### config.mk
export PLATFORM = sky130hd
export DESIGN_NAME = poc_cal_config
export DESIGN_NICKNAME = d
export VERILOG_FILES = /design/src/common/poc_pkg.sv /design/src/common/poc_if.sv /design/src/hdl/poc_cal_config.sv /design/src/hdl/poc_offset_adj.sv
export SDC_FILE = /design/constraint.sdc
export NUM_CORES = 1
export LEC_CHECK = 0
export ABC_AREA = 1
export BUFFER_PORTS_ARGS = -buffer_cell sky130_fd_sc_hd__buf_2
export CAP_MARGIN = 0
export CORE_ASPECT_RATIO = 2
export CORE_MARGIN = 5
export CORE_UTILIZATION = 45
export DETAILED_ROUTE_END_ITERATION = 8
export HOLD_SLACK_MARGIN = 0.08
export PLACE_DENSITY = 0.72
export REMOVE_ABC_BUFFERS = 1
export SYNTH_ARGS = -nofsm -noshare
export SYNTH_HDL_FRONTEND = slang
export SYNTH_HIERARCHICAL = 1
export SYNTH_SLANG_ARGS = --single-unit
### constraint.sdc
create_clock -name clk -period 2.2 [get_ports clk]
set_clock_uncertainty 0.15 [all_clocks]
set_input_delay 0.22 -clock clk [delete_from_list [all_inputs] [get_ports clk]]
set_output_delay 0.22 -clock clk [all_outputs]
set_load 0.01 [all_outputs]
### src/common/poc_pkg.sv
// Constants for the proximity offset calibration configuration block
package poc_pkg;
   // ==========================================================
   // Register offsets
   localparam logic [7:0] ADDR_OFFSET_MAG = 8'hC0;
   localparam logic [7:0] ADDR_OFFSET_SIGN = 8'hC1;
   localparam logic [7:0] ADDR_RANGE_EXT_CTRL = 8'hD8;
   localparam logic [7:0] ADDR_CAL_CFG = 8'hD9;
   localparam logic [7:0] ADDR_CAL_STAT = 8'hDC;
   // ==========================================================
   // Reset values
   localparam logic [7:0] RST_RANGE_EXT_CTRL = 8'h00;
   localparam logic [7:0] RST_CAL_CFG = 8'h50;
   localparam logic [7:0] RST_OFFSET_MAG = 8'h00;
   localparam logic RST_OFFSET_SIGN = 1'b0;
   // ==========================================================
   // Field positions
   localparam int RX_RSVD_BIT = 7;
   localparam int RX_AUTO_BIT = 6;
   localparam int RX_EN_BIT = 5;
   localparam int RX_STEPS_HI = 4;
   localparam int CC_TARGET_HI = 7;
   localparam int CC_TARGET_LO = 5;
   localparam int CC_RSVD_BIT = 4;
   localparam int CC_DEC_EN_BIT = 3;
   localparam int CC_AVG_HI = 2;
   localparam int CS_DEC_FLAG_BIT = 2;
   // ==========================================================
   // Second stage gain codes
   typedef enum logic [1:0]
   {
      POC_GAIN_2P5X = 2'b00,
      POC_GAIN_5X = 2'b01,
      POC_GAIN_10X = 2'b10,
      POC_GAIN_10X_ALT = 2'b11
   } poc_gain_t;
   // Calibration target base: target = (TARGET_BASE << code) - 1
   localparam logic [9:0] TARGET_BASE = 10'h004;
endpackage : poc_pkg

### src/common/poc_if.sv
// Carrier between the configuration top and the offset holder
`timescale 1ns/1ps
interface poc_if;
   logic host_wr_mag;
   logic host_wr_sign;
   logic [7:0] host_wdata;
   logic cal_load;
   logic [7:0] cal_mag;
   logic cal_sign;
   logic dec_req;
   logic [7:0] mag;
   logic sign;
   modport ctrl
   (
      output host_wr_mag, host_wr_sign, host_wdata, cal_load, cal_mag, cal_sign, dec_req,
      input mag, sign
   );
   modport adj
   (
      input host_wr_mag, host_wr_sign, host_wdata, cal_load, cal_mag, cal_sign, dec_req,
      output mag, sign
   );
endinterface : poc_if

### src/hdl/poc_cal_config.sv
// Proximity offset calibration configuration and auto offset adjust
// Operation
// - Auto range bit set: device loads computed step count at calibration end.
// - Range extension applied only while enable bit is one; else nominal.
// - Five-bit step field gives nominal plus value steps, zero to 31.
// - Gain 2.5x uses all bits; 5x drops bit 0; 10x drops two.
// - Calibration end leaves offset magnitude and sign readable in offset registers.
// - Auto adjust on and proximity running: zero ADC result decrements offset.
// - Each automatic decrement sets a sticky offset-decremented flag.
// - No automatic decrement for a disabled photodiode.
// - Flag clears on host writing one, or auto adjust bit cleared.
`timescale 1ns/1ps
module poc_cal_config
   import poc_pkg::*;
(
   input wire logic clk,
   input wire logic rst,
   input wire logic [7:0] reg_addr,
   input wire logic reg_wr,
   input wire logic [7:0] reg_wdata,
   input wire logic reg_rd,
   output logic [7:0] reg_rdata,
   input wire logic [1:0] second_stage_gain,
   input wire logic prox_running,
   input wire logic pd_enable,
   input wire logic adc_valid,
   input wire logic adc_zero,
   input wire logic cal_done,
   input wire logic [4:0] cal_range_steps,
   input wire logic [7:0] cal_offset_mag,
   input wire logic cal_offset_sign,
   output logic [4:0] range_ext_out,
   output logic [9:0] cal_target_value,
   output logic auto_range_calc_en,
   output logic zero_result_decrement_en,
   output logic offset_decremented_flag,
   output logic [7:0] offset_magnitude,
   output logic offset_sign
);
   // ==========================================================
   // Decode helpers
   function automatic logic [4:0] mask_steps(input logic [4:0] steps, input logic [1:0] gain);
      logic [4:0] m;
      m = steps;
      if (gain == POC_GAIN_5X)
         m[0] = 1'b0;
      else if (gain != POC_GAIN_2P5X)
         m[1:0] = 2'b00;
      return m;
   endfunction : mask_steps

   function automatic logic [9:0] target_of(input logic [2:0] code);
      return (TARGET_BASE << code) - 10'h001;
   endfunction : target_of

   function automatic logic hit(input logic [7:0] addr, input logic [7:0] want);
      return addr == want;
   endfunction : hit

   // ==========================================================
   // Register state
   logic [7:0] range_ctrl;
   logic [7:0] cal_cfg;
   logic [7:0] next_range_ctrl;
   logic [7:0] next_cal_cfg;
   logic next_flag;
   logic [7:0] next_rdata;
   logic [4:0] next_range_ext_out;
   logic [9:0] next_target;
   logic wr_range;
   logic wr_cfg;
   logic wr_stat;
   logic dec_req;

   poc_if ofs ();

   poc_offset_adj u_adj
   (
      .clk(clk),
      .rst(rst),
      .ofs(ofs.adj)
   );

   assign wr_range = reg_wr && hit(reg_addr, ADDR_RANGE_EXT_CTRL);
   assign wr_cfg = reg_wr && hit(reg_addr, ADDR_CAL_CFG);
   assign wr_stat = reg_wr && hit(reg_addr, ADDR_CAL_STAT);

   // ==========================================================
   // Zero-result decrement request
   always_comb
   begin
      dec_req = cal_cfg[CC_DEC_EN_BIT] && prox_running && pd_enable && adc_valid && adc_zero;
   end

   assign ofs.host_wr_mag = reg_wr && hit(reg_addr, ADDR_OFFSET_MAG);
   assign ofs.host_wr_sign = reg_wr && hit(reg_addr, ADDR_OFFSET_SIGN);
   assign ofs.host_wdata = reg_wdata;
   assign ofs.cal_load = cal_done;
   assign ofs.cal_mag = cal_offset_mag;
   assign ofs.cal_sign = cal_offset_sign;
   assign ofs.dec_req = dec_req;

   // ==========================================================
   // Configuration registers
   always_comb
   begin
      next_range_ctrl = range_ctrl;
      next_cal_cfg = cal_cfg;
      if (wr_range)
         next_range_ctrl = reg_wdata;
      else if (cal_done && range_ctrl[RX_AUTO_BIT])
      begin
         next_range_ctrl[RX_STEPS_HI:0] = cal_range_steps;
      end
      if (wr_cfg)
         next_cal_cfg = reg_wdata;
   end

   // ==========================================================
   // Sticky offset-decremented flag, set wins over clear
   always_comb
   begin
      next_flag = offset_decremented_flag;
      if ((wr_stat && reg_wdata[CS_DEC_FLAG_BIT]) || (wr_cfg && !reg_wdata[CC_DEC_EN_BIT]))
         next_flag = 1'b0;
      if (dec_req)
         next_flag = 1'b1;
   end

   // ==========================================================
   // Derived outputs
   always_comb
   begin
      if (range_ctrl[RX_EN_BIT])
         next_range_ext_out = mask_steps(range_ctrl[RX_STEPS_HI:0], second_stage_gain);
      else
         next_range_ext_out = 5'h00;
      next_target = target_of(cal_cfg[CC_TARGET_HI:CC_TARGET_LO]);
   end

   // ==========================================================
   // Read data
   always_comb
   begin
      next_rdata = reg_rdata;
      if (reg_rd)
      begin
         if (hit(reg_addr, ADDR_OFFSET_MAG))
            next_rdata = ofs.mag;
         else if (hit(reg_addr, ADDR_OFFSET_SIGN))
            next_rdata = {7'h00, ofs.sign};
         else if (hit(reg_addr, ADDR_RANGE_EXT_CTRL))
            next_rdata = range_ctrl;
         else if (hit(reg_addr, ADDR_CAL_CFG))
            next_rdata = cal_cfg;
         else if (hit(reg_addr, ADDR_CAL_STAT))
            next_rdata = {5'h00, offset_decremented_flag, 2'b00};
         else
            next_rdata = 8'h00;
      end
   end

   always_ff @(posedge clk)
   begin
      if (rst)
      begin
         range_ctrl <= RST_RANGE_EXT_CTRL;
         cal_cfg <= RST_CAL_CFG;
         offset_decremented_flag <= 1'b0;
         reg_rdata <= 8'h00;
         range_ext_out <= 5'h00;
         cal_target_value <= 10'h000;
      end
      else
      begin
         range_ctrl <= next_range_ctrl;
         cal_cfg <= next_cal_cfg;
         offset_decremented_flag <= next_flag;
         reg_rdata <= next_rdata;
         range_ext_out <= next_range_ext_out;
         cal_target_value <= next_target;
      end
   end

   assign auto_range_calc_en = range_ctrl[RX_AUTO_BIT];
   assign zero_result_decrement_en = cal_cfg[CC_DEC_EN_BIT];
   assign offset_magnitude = ofs.mag;
   assign offset_sign = ofs.sign;
endmodule : poc_cal_config

### src/hdl/poc_offset_adj.sv
// Offset magnitude and sign holder with saturating decrement
`timescale 1ns/1ps
module poc_offset_adj
   import poc_pkg::*;
(
   input wire logic clk,
   input wire logic rst,
   poc_if.adj ofs
);
   logic [7:0] mag;
   logic sign;
   logic [7:0] next_mag;
   logic next_sign;

   // ==========================================================
   // Next value: calibration load, then host write, then decrement
   always_comb
   begin
      next_mag = mag;
      next_sign = sign;
      if (ofs.cal_load)
      begin
         next_mag = ofs.cal_mag;
         next_sign = ofs.cal_sign;
      end
      else if (ofs.host_wr_mag || ofs.host_wr_sign)
      begin
         if (ofs.host_wr_mag)
            next_mag = ofs.host_wdata;
         if (ofs.host_wr_sign)
            next_sign = ofs.host_wdata[0];
      end
      else if (ofs.dec_req)
      begin
         if (mag != 8'h00)
            next_mag = mag - 8'h01;
      end
   end

   always_ff @(posedge clk)
   begin
      if (rst)
      begin
         mag <= RST_OFFSET_MAG;
         sign <= RST_OFFSET_SIGN;
      end
      else
      begin
         mag <= next_mag;
         sign <= next_sign;
      end
   end

   assign ofs.mag = mag;
   assign ofs.sign = sign;

   logic quiet;
   assign quiet = !ofs.cal_load && !ofs.host_wr_mag && !ofs.host_wr_sign;
endmodule : poc_offset_adj

=== After elaboration in Yosys (flattened, before gate mapping) ===
Cells that the tools add are included.

* Bits in read-only memories: 0
* Memories kept: 0
* Register bits after elaboration: 49
* Latch bits: 0
* RAM bits: 0

* Shift operators: 1
* Multipliers: 0
* Divide/modulo/power cells: 0
* Mux-type cells: 19
* Reductions and logical operators: 27
* $add $sub $neg: 2
* Bitwise gates (word level): 1
* Eq/ne operators: 7
* Magnitude comparators: 0

{| class="wikitable"
|+ Operators with widths
! operator !! count
|-
| 8-bit 2-to-1 mux || 9
|-
| 8-bit equality test (second input constant) || 5
|-
| 1-bit logical AND || 12
|-
| 5-bit 2-to-1 mux || 2
|-
| 2-bit nonzero test || 5
|-
| 3-bit by 3-bit << shifter with 10-bit output (first input constant) || 1
|-
| 10-bit by 1-bit subtractor with 10-bit output (second input constant) || 1
|-
| 8-bit nonzero test || 1
|-
| 8-bit by 1-bit subtractor with 8-bit output (second input constant) || 1
|-
| 1-bit 2-to-1 mux || 6
|-
| 3-bit nonzero test || 2
|-
| 4-bit OR reduction || 1
|-
| 3-bit 2-to-1 mux || 1
|-
| 3-bit by 2-bit != test with 1-bit output (second input constant) || 1
|-
| 3-bit AND reduction || 1
|-
| 2-bit by 1-bit equality test with 1-bit output (second input constant) || 1
|-
| 1-bit logical OR || 2
|-
| 2-bit 2-to-1 mux || 1
|-
| 2-bit AND reduction || 1
|-
| 2-bit OR reduction || 1
|-
| 1-bit logical NOT || 1
|-
| 1-bit inverter || 1
|}

=== Logic depth before layout (Yosys ltp) ===
Gate-level depths: netlist of the first run.

* Word-level depth: 7
* Mapped depth: 11
* Mapped depth without buffers: 10

=== By module ===
Netlist of the first run, hierarchy kept.

{| class="wikitable"
|+ Modules (own cells, without submodules)
! module !! instances !! cells each !! area an instance (um2)
|-
| poc_cal_config || 1 || 222 || 1,751.7
|-
| poc_offset_adj || 1 || 118 || 704.4
|}

=== Least setup slack after synthesis of the first run ===
OpenSTA, ideal clock, no wires.

* Path kind: input port to flip-flop
* From: input reg_addr[2]
* To: register u_adj.mag[1], in the netlist u_adj/ofs.mag[1]
* Stages on the path: 9
* Slack: 534 ps
* Buffers on the path: 1
* Arrival time: 1,402 ps
* Path through: nor2_1 -> nand4_1 -> nor3_1 -> nor2_1 -> buf_2 -> o21ai_0 -> o21ai_0 -> nor2_1 -> nor2_1

* Word-level cells in the longest chain between the ends: 5
* Elaborated cells between the ends (all ways): 11
* Classes of those cells: 3 x eq/ne; 2 x mux; 6 x reduce/logical

{| class="wikitable"
|+ RTL lines
! item !! line !! source
|-
| start: declaration || poc_cal_config.sv:18 || <nowiki>input wire logic [7:0] reg_addr,</nowiki>
|-
| 8-bit equality test * || poc_cal_config.sv:57 || <nowiki>return addr == want;</nowiki>
|-
| 1-bit logical AND * || poc_cal_config.sv:96 || <nowiki>assign ofs.host_wr_sign = reg_wr && hit(reg_addr, ADDR_OFFSET_SIGN);</nowiki>
|-
| via ofs.host_wr_sign || poc_if.sv:5 || <nowiki>logic host_wr_sign;</nowiki>
|-
| 1-bit logical OR * || poc_offset_adj.sv:26 || <nowiki>else if (ofs.host_wr_mag || ofs.host_wr_sign)</nowiki>
|-
| 3-bit by 2-bit != test with 1-bit output (no source line) (tied with other cells) || -- ||
|-
| 3-bit AND reduction (no source line) / 8-bit 2-to-1 mux (equally long branches) || -- ||
|-
| end signal: assignment || poc_offset_adj.sv:49 || <nowiki>mag <= next_mag;</nowiki>
|-
| end: declaration || poc_offset_adj.sv:10 || <nowiki>logic [7:0] mag;</nowiki>
|}

The timed path passes the listed nets; every way through them passes the cells marked *.
A chain may end at the register's enable or synchronous reset.

=== Worst setup path after layout of the first run ===
* From: input reg_addr[5]
* To: register range_ctrl[4]

* Word-level cells in the longest chain between the ends: 3
* Elaborated cells between the ends (all ways): 4
* Classes of those cells: 1 x eq/ne; 1 x mux; 2 x reduce/logical

{| class="wikitable"
|+ RTL lines
! item !! line !! source
|-
| 8-bit equality test * || poc_cal_config.sv:57 ||
|-
| 1-bit logical AND * || poc_cal_config.sv:84 || <nowiki>assign wr_range = reg_wr && hit(reg_addr, ADDR_RANGE_EXT_CTRL);</nowiki>
|-
| 5-bit 2-to-1 mux / 2-bit nonzero test (equally long branches) || -- ||
|-
| end signal: assignment || poc_cal_config.sv:176 || <nowiki>range_ctrl <= next_range_ctrl;</nowiki>
|-
| end: declaration || poc_cal_config.sv:62 || <nowiki>logic [7:0] range_ctrl;</nowiki>
|}

Mark *: on every way between the ends. The rest lies on a longest branch, timed or not.

==> impl_metrics.json, run 1 <==
{
  "status": "complete, no violations",
  "place_ws_ns": 0.2845,
  "setup_violations": 0,
  "grt_pass1_wl_um": 12160,
  "io_buffers": 75,
  "final.setup.tns_ns": 0,
  "die_x_um": 62.24,
  "antenna_found_initial": 0,
  "hold_viol": 0,
  "timing.fmax_mhz": 543.5,
  "hold_class": "input pin to flop",
  "grt_usage_pct": 20.95,
  "clk_pin_slew_ns": 0.09,
  "crit_path_max_incr_delay_ns": 0.56,
  "io-pin-count": 76,
  "die_h_um": 114.5,
  "antenna_left": 0,
  "p_comb_share_pct": 15.5,
  "post_drt_wl_per_cell_um": 14.79,
  "switching_share_pct": 26.82,
  "power_switching_mw": 0.5066,
  "cp_cell_sequence": "buf_2, inv_1, nand2_1, nor2_4, nand3_4, clkinv_4, nand2_1, a31oi_1, dlygate4sd3_1",
  "die_area_mm2": 0.007125,
  "post_cts_resized": 0,
  "ys_warn_count": 6,
  "reg2reg_from": "range_ctrl[6]$_SDFFE_PP0P_",
  "place_congestion": 0.9903,
  "grt_pass1_vias": 2623,
  "worst-path-stages": 9,
  "drt_first_pass_iters": 4,
  "dp_hpwl_um": 5642,
  "drive_above_1_share_pct": 26.85,
  "ys_seq_area_share_pct": 39.12,
  "cts-htree-levels": 2,
  "gr-total-overflow": 0,
  "p_seq_share_pct": 48.6,
  "vias": 2628,
  "ys_seq_elements": 48,
  "core_mm2": 0.005373,
  "internal_power_mw": 1.382,
  "netlist_instances": 340,
  "hold_depth": 5,
  "wirelength_um": 7279,
  "whs_endpoint": "u_adj/ofs.mag[0]$_SDFFE_PP0P_",
  "layout.cells.most_common": "buf_2",
  "start_util_pct": 45.71,
  "fin_crit_ns": 1.840,
  "leakagePower_nw": 1.471,
  "nNetsFinal": 475,
  "root_buffer": "clkbuf_8",
  "reg2regPathDepth": 5,
  "synthToLayoutAreaGrowth_pct": 28.07,
  "nFillCells": 556,
  "n_antenna_cell": 0,
  "r2r_setup_slack_ns": 0.41,
  "path_max_fanout": 13,
  "synth_cell_types": 37,
  "cts_tree": "done",
  "crit_path_frequent_cell": "nand2_1",
  "hold_path.startpoint": "cal_offset_mag[0]",
  "holdBufCountCts": 15,
  "cts_inserted_buffers": 5,
  "rsz0062_at_grt": "false",
  "powerDensity_mw_per_mm2": 600.5,
  "crit_arrival_ns": 1.94,
  "syn_area_mm2": 0.002456,
  "cts.path.max_buffers": 2,
  "required_ns": 2.30,
  "final_cell_mix": "buf_2 (75), nand2_1 (64), dfxtp_1 (48)",
  "rows": 38,
  "hold-worst-slack_ns": 0.09719,
  "startpoint_type": "input pin",
  "ir_drop_v": 0.0005152,
  "avgSynthCellArea_um2": 7.224,
  "initialDrtViolationCount": 156,
  "drv_slew": 0,
  "critical_path_class": "input pin to flop",
  "cts.sinks": 48,
  "rr_endpoint": "range_ctrl[4]$_SDFFE_PP0P_",
  "grt_max_degree": 20,
  "fin_util_pct": 58.55,
  "setup_ws_ns": 0.3602,
  "cts_setup_buffers": 0,
  "via_per_inst": 5.341,
  "worst_setup_path_end_kind": "flop",
  "drv_cap": 0,
  "drc": 0,
  "p_clk_share_pct": 35.9,
  "insertion_delay_ns": 0.30,
  "crit_family": "buffers and inverters",
  "cpMaxStageDelayCell": "dlygate4sd3_1",
  "crit_buf_inv": 4,
  "finalCritPeriodShare_pct": 83.63
}
-- registers in the layout, summed over array words and instances (netlist names) --
name                     cells
cal_target_value             9
u_adj/ofs.mag                8
range_ext_out                5
offset_decremented_flag      1
range_ctrl                   8
cal_cfg                      8
reg_rdata                    8
u_adj/ofs.sign               1
-- layer usage --
layer  wire length, um  track usage (%)  vias up  share of wire, %
met5                 0                0        -                 0
met4               313            11.72        0               4.3
met3               426            3.536       20               5.9
met2              3941            39.34      102                54
met1              2598            21.20     1190                36
li1                  -                -     1316                 -
-- power by group through the flow --
stage                     sequential, mW  clock, mW  combinational, mW
after CTS                          0.919      0.686              0.290
final                              0.919      0.677              0.293
after detailed placement           0.939          0              0.272
after floorplan                    0.945          0              0.143
after global placement             0.938          0              0.270
after global routing               0.923      0.715              0.330
-- cell usage after synthesis (all sizes together) --
| cell type | count | area [um^2] |
|---|---|---|
| or2 | 2 | 12.51 |
| nor3b | 1 | 7.510 |
| nand3 | 36 | 192.7 |
| nor4b | 1 | 8.760 |
| mux2i | 1 | 10.01 |
| clkinv | 4 | 25.03 |
| inv | 33 | 128.9 |
| xnor2 | 1 | 8.760 |
| a31oi | 10 | 62.56 |
| a21oi | 41 | 220.2 |
| nor2 | 39 | 204.0 |
| nor3 | 4 | 20.02 |
| conb | 1 | 3.750 |
| clkbuf | 4 | 15.01 |
| buf | 5 | 40.04 |
| nand4 | 4 | 25.02 |
| o211ai | 1 | 7.510 |
| nand2 | 71 | 294.0 |
| and3 | 2 | 12.51 |
| ha | 3 | 37.54 |
| o21ai | 28 | 158.9 |
| dfxtp | 48 | 960.9 |
-- how the worst max path moves through the flow --
stage | start | to | slack [ns]
6_report | reg_addr[5] | range_ctrl[4]$_SDFFE_PP0P_ | 0.36
5_1_grt | reg_addr[5] | range_ctrl[4]$_SDFFE_PP0P_ | 0.30
4_1_cts | reg_addr[5] | range_ctrl[4]$_SDFFE_PP0P_ | 0.41
3_5_place_dp | reg_addr[2] | u_adj/ofs.mag[2]$_SDFFE_PP0P_ | 0.28
3_3_place_gp | reg_addr[2] | u_adj/ofs.mag[2]$_SDFFE_PP0P_ | 0.36
2_1_floorplan | reg_addr[6] | u_adj/ofs.mag[4]$_SDFFE_PP0P_ | 0.51
-- cells by family (layout without fill, tap and decap cells) --
| family | count (synthesis) | count (layout) | synth area share (%) |
|---|---|---|---|
| flops | 48 | 48 | 39.12 |
| mux | 1 | 1 | 0.4076 |
| fa+ha+maj | 3 | 3 | 1.528 |
| xor+xnor | 1 | 1 | 0.3567 |
| buf+inv | 46 | 138 | 8.507 |
| other cells | 1 | 1 | 0.1527 |
| simple gates | 160 | 160 | 31.64 |
| compound gates | 80 | 80 | 18.29 |
-- layout make-up --
class	instances	area [um^2]	area share, %
clock buffers	6	82.58	2.625
clock inverters	2	38.79	1.233
inverters	37	153.9	4.893
multi-input cells	246	1286	40.89
flip-flops and latches	48	960.9	30.55
well taps	60	75.07	2.387
repair buffers	93	548.0	17.42
-- metrics by stage --
| stage | std cells | instance area [um^2] | power [mW] |
|---|---|---|---|
| 6_report | 492 | 3146 | 1.889 |
| 5_1_grt | 492 | 3146 | 1.968 |
| 4_1_cts | 492 | 3146 | 1.896 |
| 3_5_place_dp | 469 | 2874 | 1.211 |
| 3_3_place_gp | 469 | 2874 | 1.208 |
| 2_1_floorplan | 331 | 2401 | 1.088 |
-- worst min-delay path, cell delays in order --
cell and delay [ns]:
buf_2 0.08, nand2_1 0.04, nand2_1 0.05, nor2_1 0.04, nor2_1 0.08
Note: power is estimated with default switching activity, not from simulation.
==> run 2: changes to the inputs <==
==> constraint.sdc (replaced) <==
create_clock -name clk -period 1.9 [get_ports clk]
set_clock_uncertainty 0.15 [all_clocks]
set_input_delay 0.19 -clock clk [delete_from_list [all_inputs] [get_ports clk]]
set_output_delay 0.19 -clock clk [all_outputs]
set_load 0.01 [all_outputs]
==> run 2 against run 1 <==
- sequential share of layout area shrank 0.80 points
- clock-buffer cell count is the same
- via count grew 0.57%
- global-route usage grew 0.12 points
- critical path depth shrank 4
- die area is the same
- first-iteration DRC count shrank 38%
- final area grew 2.7%
- non-clock buffer count grew 10
- power grew 17%
==> impl_metrics.json, run 2 (same netlist as run 1, synthesis figures left out) <==
{
  "status": "complete, no violations",
  "crit_arrival_ns": 1.90,
  "drt_first_pass_iters": 4,
  "vias": 2643,
  "switching_share_pct": 26.99,
  "wirelength_um": 7466,
  "p_seq_share_pct": 48.2,
  "hold_depth": 5,
  "startpoint_type": "flop",
  "die_area_mm2": 0.007125,
  "setup_ws_ns": 0.1005,
  "final.setup.tns_ns": 0,
  "synthToLayoutAreaGrowth_pct": 31.53,
  "timing.fmax_mhz": 555.7,
  "leakagePower_nw": 1.521,
  "r2r_setup_slack_ns": 0.10,
  "hold_class": "input pin to flop",
  "grt_pass1_wl_um": 12020,
  "drc": 0,
  "root_buffer": "clkbuf_8",
  "die_x_um": 62.24,
  "path_max_fanout": 6,
  "rr_endpoint": "range_ctrl[2]$_SDFFE_PP0P_",
  "required_ns": 2.00,
  "stdcell_area_mm2": 0.003231,
  "place_area_mm2": 0.002897,
  "clk_pin_slew_ns": 0.09,
  "nNetsFinal": 485,
  "post_drt_wl_per_cell_um": 14.87,
  "p_comb_share_pct": 16.0,
  "hold_viol": 0,
  "finalCritPeriodShare_pct": 94.71,
  "cts_inserted_buffers": 5,
  "grt_pass1_vias": 2612,
  "grt_usage_pct": 21.07,
  "via_per_inst": 5.265,
  "rows": 38,
  "power_switching_mw": 0.5944,
  "cpMaxStageDelayCell": "dlygate4sd3_1",
  "cts.sinks": 48,
  "drv_cap": 0,
  "place_congestion": 0.9162,
  "fin_crit_ns": 1.800,
  "drv_slew": 0,
  "whs_endpoint": "u_adj/ofs.mag[1]$_SDFFE_PP0P_",
  "reg2reg_from": "range_ctrl[6]$_SDFFE_PP0P_",
  "dp_hpwl_um": 5725,
  "largest_reg_flops": 9,
  "cp_cell_sequence": "nand2_1, inv_2, nand3_1, a31oi_1, dlygate4sd3_1",
  "io_buffers": 75,
  "critical_path_class": "flop to flop",
  "antenna_found_initial": 0,
  "layout.cells.most_common": "buf_2",
  "final_cell_mix": "buf_2 (75), nand2_1 (64), dfxtp_1 (48)",
  "regMostFlops": "cal_target_value",
  "start_util_pct": 45.71,
  "crit_buf_inv": 2,
  "cts.path.max_buffers": 2,
  "n_antenna_cell": 0,
  "antenna_left": 0,
  "crit_family": "buffers and inverters",
  "place_ws_ns": 0.08456,
  "cts_tree": "done",
  "nFillCells": 534,
  "p_clk_share_pct": 35.8,
  "worst_setup_path_end_kind": "flop",
  "setup_violations": 0,
  "initialDrtViolationCount": 96,
  "reg2regPathDepth": 5,
  "cts-htree-levels": 2,
  "powerDensity_mw_per_mm2": 681.6,
  "internal_power_mw": 1.608,
  "drive_above_1_share_pct": 27.83,
  "rsz0062_at_grt": "false",
  "hold_path.startpoint": "cal_offset_mag[1]",
  "die_h_um": 114.5,
  "gr-total-overflow": 0,
  "insertion_delay_ns": 0.30,
  "crit_path_max_incr_delay_ns": 0.59,
  "core_mm2": 0.005373,
  "ir_drop_v": 0.0006993,
  "io-pin-count": 76,
  "grt_max_degree": 20
}
## run 2: worst max path at each step
stage | start | endpoint | slack [ns] | cells past startpoint
global placement | reg_addr[2] | u_adj/ofs.mag[0]$_SDFFE_PP0P_ | 0.13 | 10
floorplan | reg_addr[6] | u_adj/ofs.mag[4]$_SDFFE_PP0P_ | 0.24 | 10
global route | range_ctrl[6]$_SDFFE_PP0P_ | range_ctrl[2]$_SDFFE_PP0P_ | 0.02 | 5
detailed placement | reg_addr[2] | u_adj/ofs.mag[1]$_SDFFE_PP0P_ | 0.08 | 11
CTS | reg_addr[5] | range_ctrl[1]$_SDFFE_PP0P_ | 0.12 | 9
finish | range_ctrl[6]$_SDFFE_PP0P_ | range_ctrl[2]$_SDFFE_PP0P_ | 0.10 | 5
## run 2: timing repair
item,in CTS,in global routing
endpoints found under the setup margin,0,3
resized for setup,0,1
hold buffers,19,0
endpoints found under the hold margin,19,0
buffers inserted,0,3
## run 2: routing by layer
metal	part of all wire (%)	wire length [um]	vias up	global-route usage (%)
li1	-	-	1330	-
met3	5.5	412	19	3.831
met1	35	2579	1206	20.34
met2	56	4178	88	41.20
met4	4.0	297	0	10.27
met5	0	0	-	0
## run 2: stage by stage
stage,std cells,total power [mW],hold slack (ns),utilization (%)
CTS,499,2.207,0.08413,59.71
detailed placement,472,1.406,0.2057,53.91
floorplan,331,1.260,0.1024,-
finish,502,2.202,0.08477,60.13
global route,502,2.295,0.1229,60.13
global placement,472,1.400,0.2066,53.91
## run 2: final cells by class
| type | count | area, um^2 | area share, % |
|---|---|---|---|
| Multi-Input combinational cell | 246 | 1286 | 39.81 |
| Sequential cell | 48 | 960.9 | 29.74 |
| Timing Repair Buffer | 103 | 633.1 | 19.60 |
| Inverter | 37 | 153.9 | 4.764 |
| Clock buffer | 6 | 82.58 | 2.556 |
| Tap cell | 60 | 75.07 | 2.324 |
| Clock inverter | 2 | 38.79 | 1.201 |
## run 2: power by group through the flow
stage / combinational (mW) / clock [mW] / sequential, mW
after global placement: 0.317 / 0 / 1.08
final: 0.353 / 0.789 / 1.06
after global routing: 0.392 / 0.839 / 1.06
after floorplan: 0.166 / 0 / 1.09
after CTS: 0.348 / 0.800 / 1.06
after detailed placement: 0.323 / 0 / 1.08
## run 2: worst min-delay path: cells and delay by family
kind,cells,cell delay [ns]
buffers and inverters,1,0.07
and+or+nand+nor,3,0.18
AOI/OAI and AO/OA,1,0.07
==> run 3: changes to the inputs <==
--- a/config.mk
+++ b/config.mk
@@ -8,12 +8,14 @@
 export ABC_AREA = 1
 export BUFFER_PORTS_ARGS = -buffer_cell sky130_fd_sc_hd__buf_2
 export CAP_MARGIN = 0
+export CELL_PAD_IN_SITES_DETAIL_PLACEMENT = 0
+export CELL_PAD_IN_SITES_GLOBAL_PLACEMENT = 1
 export CORE_ASPECT_RATIO = 2
 export CORE_MARGIN = 5
-export CORE_UTILIZATION = 45
+export CORE_UTILIZATION = 36
 export DETAILED_ROUTE_END_ITERATION = 8
 export HOLD_SLACK_MARGIN = 0.08
-export PLACE_DENSITY = 0.72
+export PLACE_DENSITY_LB_ADDON = 0.1
 export REMOVE_ABC_BUFFERS = 1
 export SYNTH_ARGS = -nofsm -noshare
 export SYNTH_HDL_FRONTEND = slang
==> run 3 against run 2 <==
- sequential power hardly changed
- power is 16% higher
- hold slack worse by 0.0048 ns
- clock-buffer cell count is 1 lower
- clock power is 43% higher
- non-clock buffer count is 4 higher
- combinational power is 5% higher
- die area is 22% higher
- utilization is 9.5 points lower
- first-iteration DRC count is 51% higher
- wire length is 9.3% higher
- critical path type is now input pin to flop
- largest power group is now the clock network
==> impl_metrics.json, run 3 (same netlist as run 1, synthesis figures left out) <==
{
  "status": "complete, no violations",
  "power_switching_mw": 0.6236,
  "die_x_um": 68.41,
  "fin_util_pct": 50.59,
  "route.met2.wl_um": 4802,
  "antenna_found_initial": 0,
  "p_comb_share_pct": 14.4,
  "drc": 0,
  "regMostFlops": "cal_target_value",
  "place_congestion": 0.8744,
  "fin_crit_ns": 1.767,
  "hold_class": "input pin to flop",
  "required_ns": 1.98,
  "stdcell_area_mm2": 0.003349,
  "root_buffer": "clkbuf_16",
  "drv_slew": 0,
  "n_antenna_cell": 0,
  "crit_buf_inv": 4,
  "layout.cells.most_common": "buf_2",
  "drive_above_1_share_pct": 29.21,
  "nNetsFinal": 489,
  "clk_pin_slew_ns": 0.06,
  "via_per_inst": 4.921,
  "dp_hpwl_um": 6542,
  "rows": 42,
  "setup_violations": 0,
  "wirelength_um": 8160,
  "worst_setup_path_end_kind": "flop",
  "path_max_fanout": 12,
  "timing.fmax_mhz": 566.0,
  "grt_max_degree": 20,
  "cts_inserted_buffers": 5,
  "wl_met1_um": 2822,
  "p_total_mw": 2.555,
  "antenna_left": 0,
  "die_area_mm2": 0.008674,
  "post_drt_wl_per_cell_um": 15.31,
  "place_ws_ns": -0.01756,
  "cpMaxStageDelayCell": "dlygate4sd3_1",
  "crit_path_max_incr_delay_ns": 0.56,
  "synthToLayoutAreaGrowth_pct": 36.37,
  "switching_share_pct": 24.40,
  "grt_pass1_wl_um": 12990,
  "cts.path.max_buffers": 2,
  "finalCritPeriodShare_pct": 92.99,
  "largest_reg_flops": 9,
  "crit_arrival_ns": 1.85,
  "cts.sinks": 48,
  "cts_setup_buffers": 0,
  "rsz0062_at_grt": "false",
  "p_clk_share_pct": 44.2,
  "drv_cap": 0,
  "place_area_mm2": 0.003014,
  "grt_pass1_vias": 2675,
  "cts-htree-levels": 2,
  "grt_usage_pct": 20.35,
  "start_util_pct": 37.09,
  "drt_first_pass_iters": 4,
  "die_h_um": 126.8,
  "io-pin-count": 76,
  "wl_met3_um": 296,
  "startpoint_type": "input pin",
  "internal_power_mw": 1.932,
  "cp_cell_sequence": "buf_2, nand2_2, buf_4, nor2_4, nand3_4, clkinv_4, nand2_1, a31oi_1, dlygate4sd3_1",
  "powerDensity_mw_per_mm2": 762.9,
  "leakagePower_nw": 1.563,
  "vias": 2623,
  "core_mm2": 0.006621,
  "ir_drop_v": 0.0005711,
  "p_seq_share_pct": 41.4,
  "initialDrtViolationCount": 145,
  "gr-total-overflow": 0,
  "io_buffers": 75,
  "critical_path_class": "input pin to flop",
  "hold_viol": 0,
  "cts_tree": "done",
  "insertion_delay_ns": 0.29,
  "top_layer": "met4",
  "final_cell_mix": "buf_2 (75), nand2_1 (64), dfxtp_1 (48)",
  "setup_ws_ns": 0.1332,
  "crit_family": "buffers and inverters"
}
[run 3: changes by cell type in the layout (fill, tap and decap cells not counted), sizes merged]
cell         delta
clkinv          -1
clkbuf          -1
dlygate4sd3     -4
bufinv          +1
buf             +8
[run 3: layer usage]
layer / vias to the layer above / global-route usage, %
met4: 0 / 7.855
met2: 66 / 39.94
li1: 1342 / -
met1: 1200 / 19.17
met3: 15 / 3.628
met5: - / 0
[run 3: area by class of cell]
class | count | area, um^2
clock inverter | 2 | 60.06
clock buffer | 5 | 125.1
multi-input combinational | 246 | 1286
inverter | 37 | 153.9
sequential | 48 | 960.9
timing repair buffer | 107 | 653.1
fill | 738 | 3272
tap | 88 | 110.1
[run 3: final timing paths]
kind / cells after the start / slack (ns) / to / from
max reg2reg: 5 / 0.16 / range_ctrl[1]$_SDFFE_PP0P_ / range_ctrl[6]$_SDFFE_PP0P_
max: 9 / 0.13 / range_ctrl[1]$_SDFFE_PP0P_ / reg_addr[6]
min: 3 / 0.08 / cal_cfg[0]$_SDFFE_PP0P_ / reg_wdata[0]
min reg2reg: 2 / 0.31 / cal_cfg[4]$_SDFFE_PP1P_ / cal_cfg[4]$_SDFFE_PP1P_
[run 3: repair_timing]
item	CTS	global route
resized for setup	0	1
hold buffers	15	0
endpoints found under the hold margin	16	0
setup endpoints to repair	0	1
[run 3: metrics by stage]
stage               hold WS, ns  cells  setup TNS, ns
global placement         0.2078    511              0
detailed placement       0.2085    511       -0.01756
CTS                     0.08232    533              0
global route             0.1103    533              0
finish                  0.07998    533              0
floorplan                0.1024    331              0
[run 3: power by group through the flow]
stage,combinational [mW],sequential [mW],clock [mW]
3_5_place_dp,0.352,1.08,0
3_3_place_gp,0.352,1.08,0
6_report,0.369,1.06,1.13
5_1_grt,0.415,1.06,1.19
4_1_cts,0.374,1.06,1.15
2_1_floorplan,0.166,1.09,0
[run 3: worst register-to-register path, cell delays in order, from the launching register on]
cell and delay [ns]:
dfxtp_1 0.39, nand2_1 0.17, inv_2 0.14, nand3_1 0.10
a31oi_1 0.18, dlygate4sd3_1 0.57
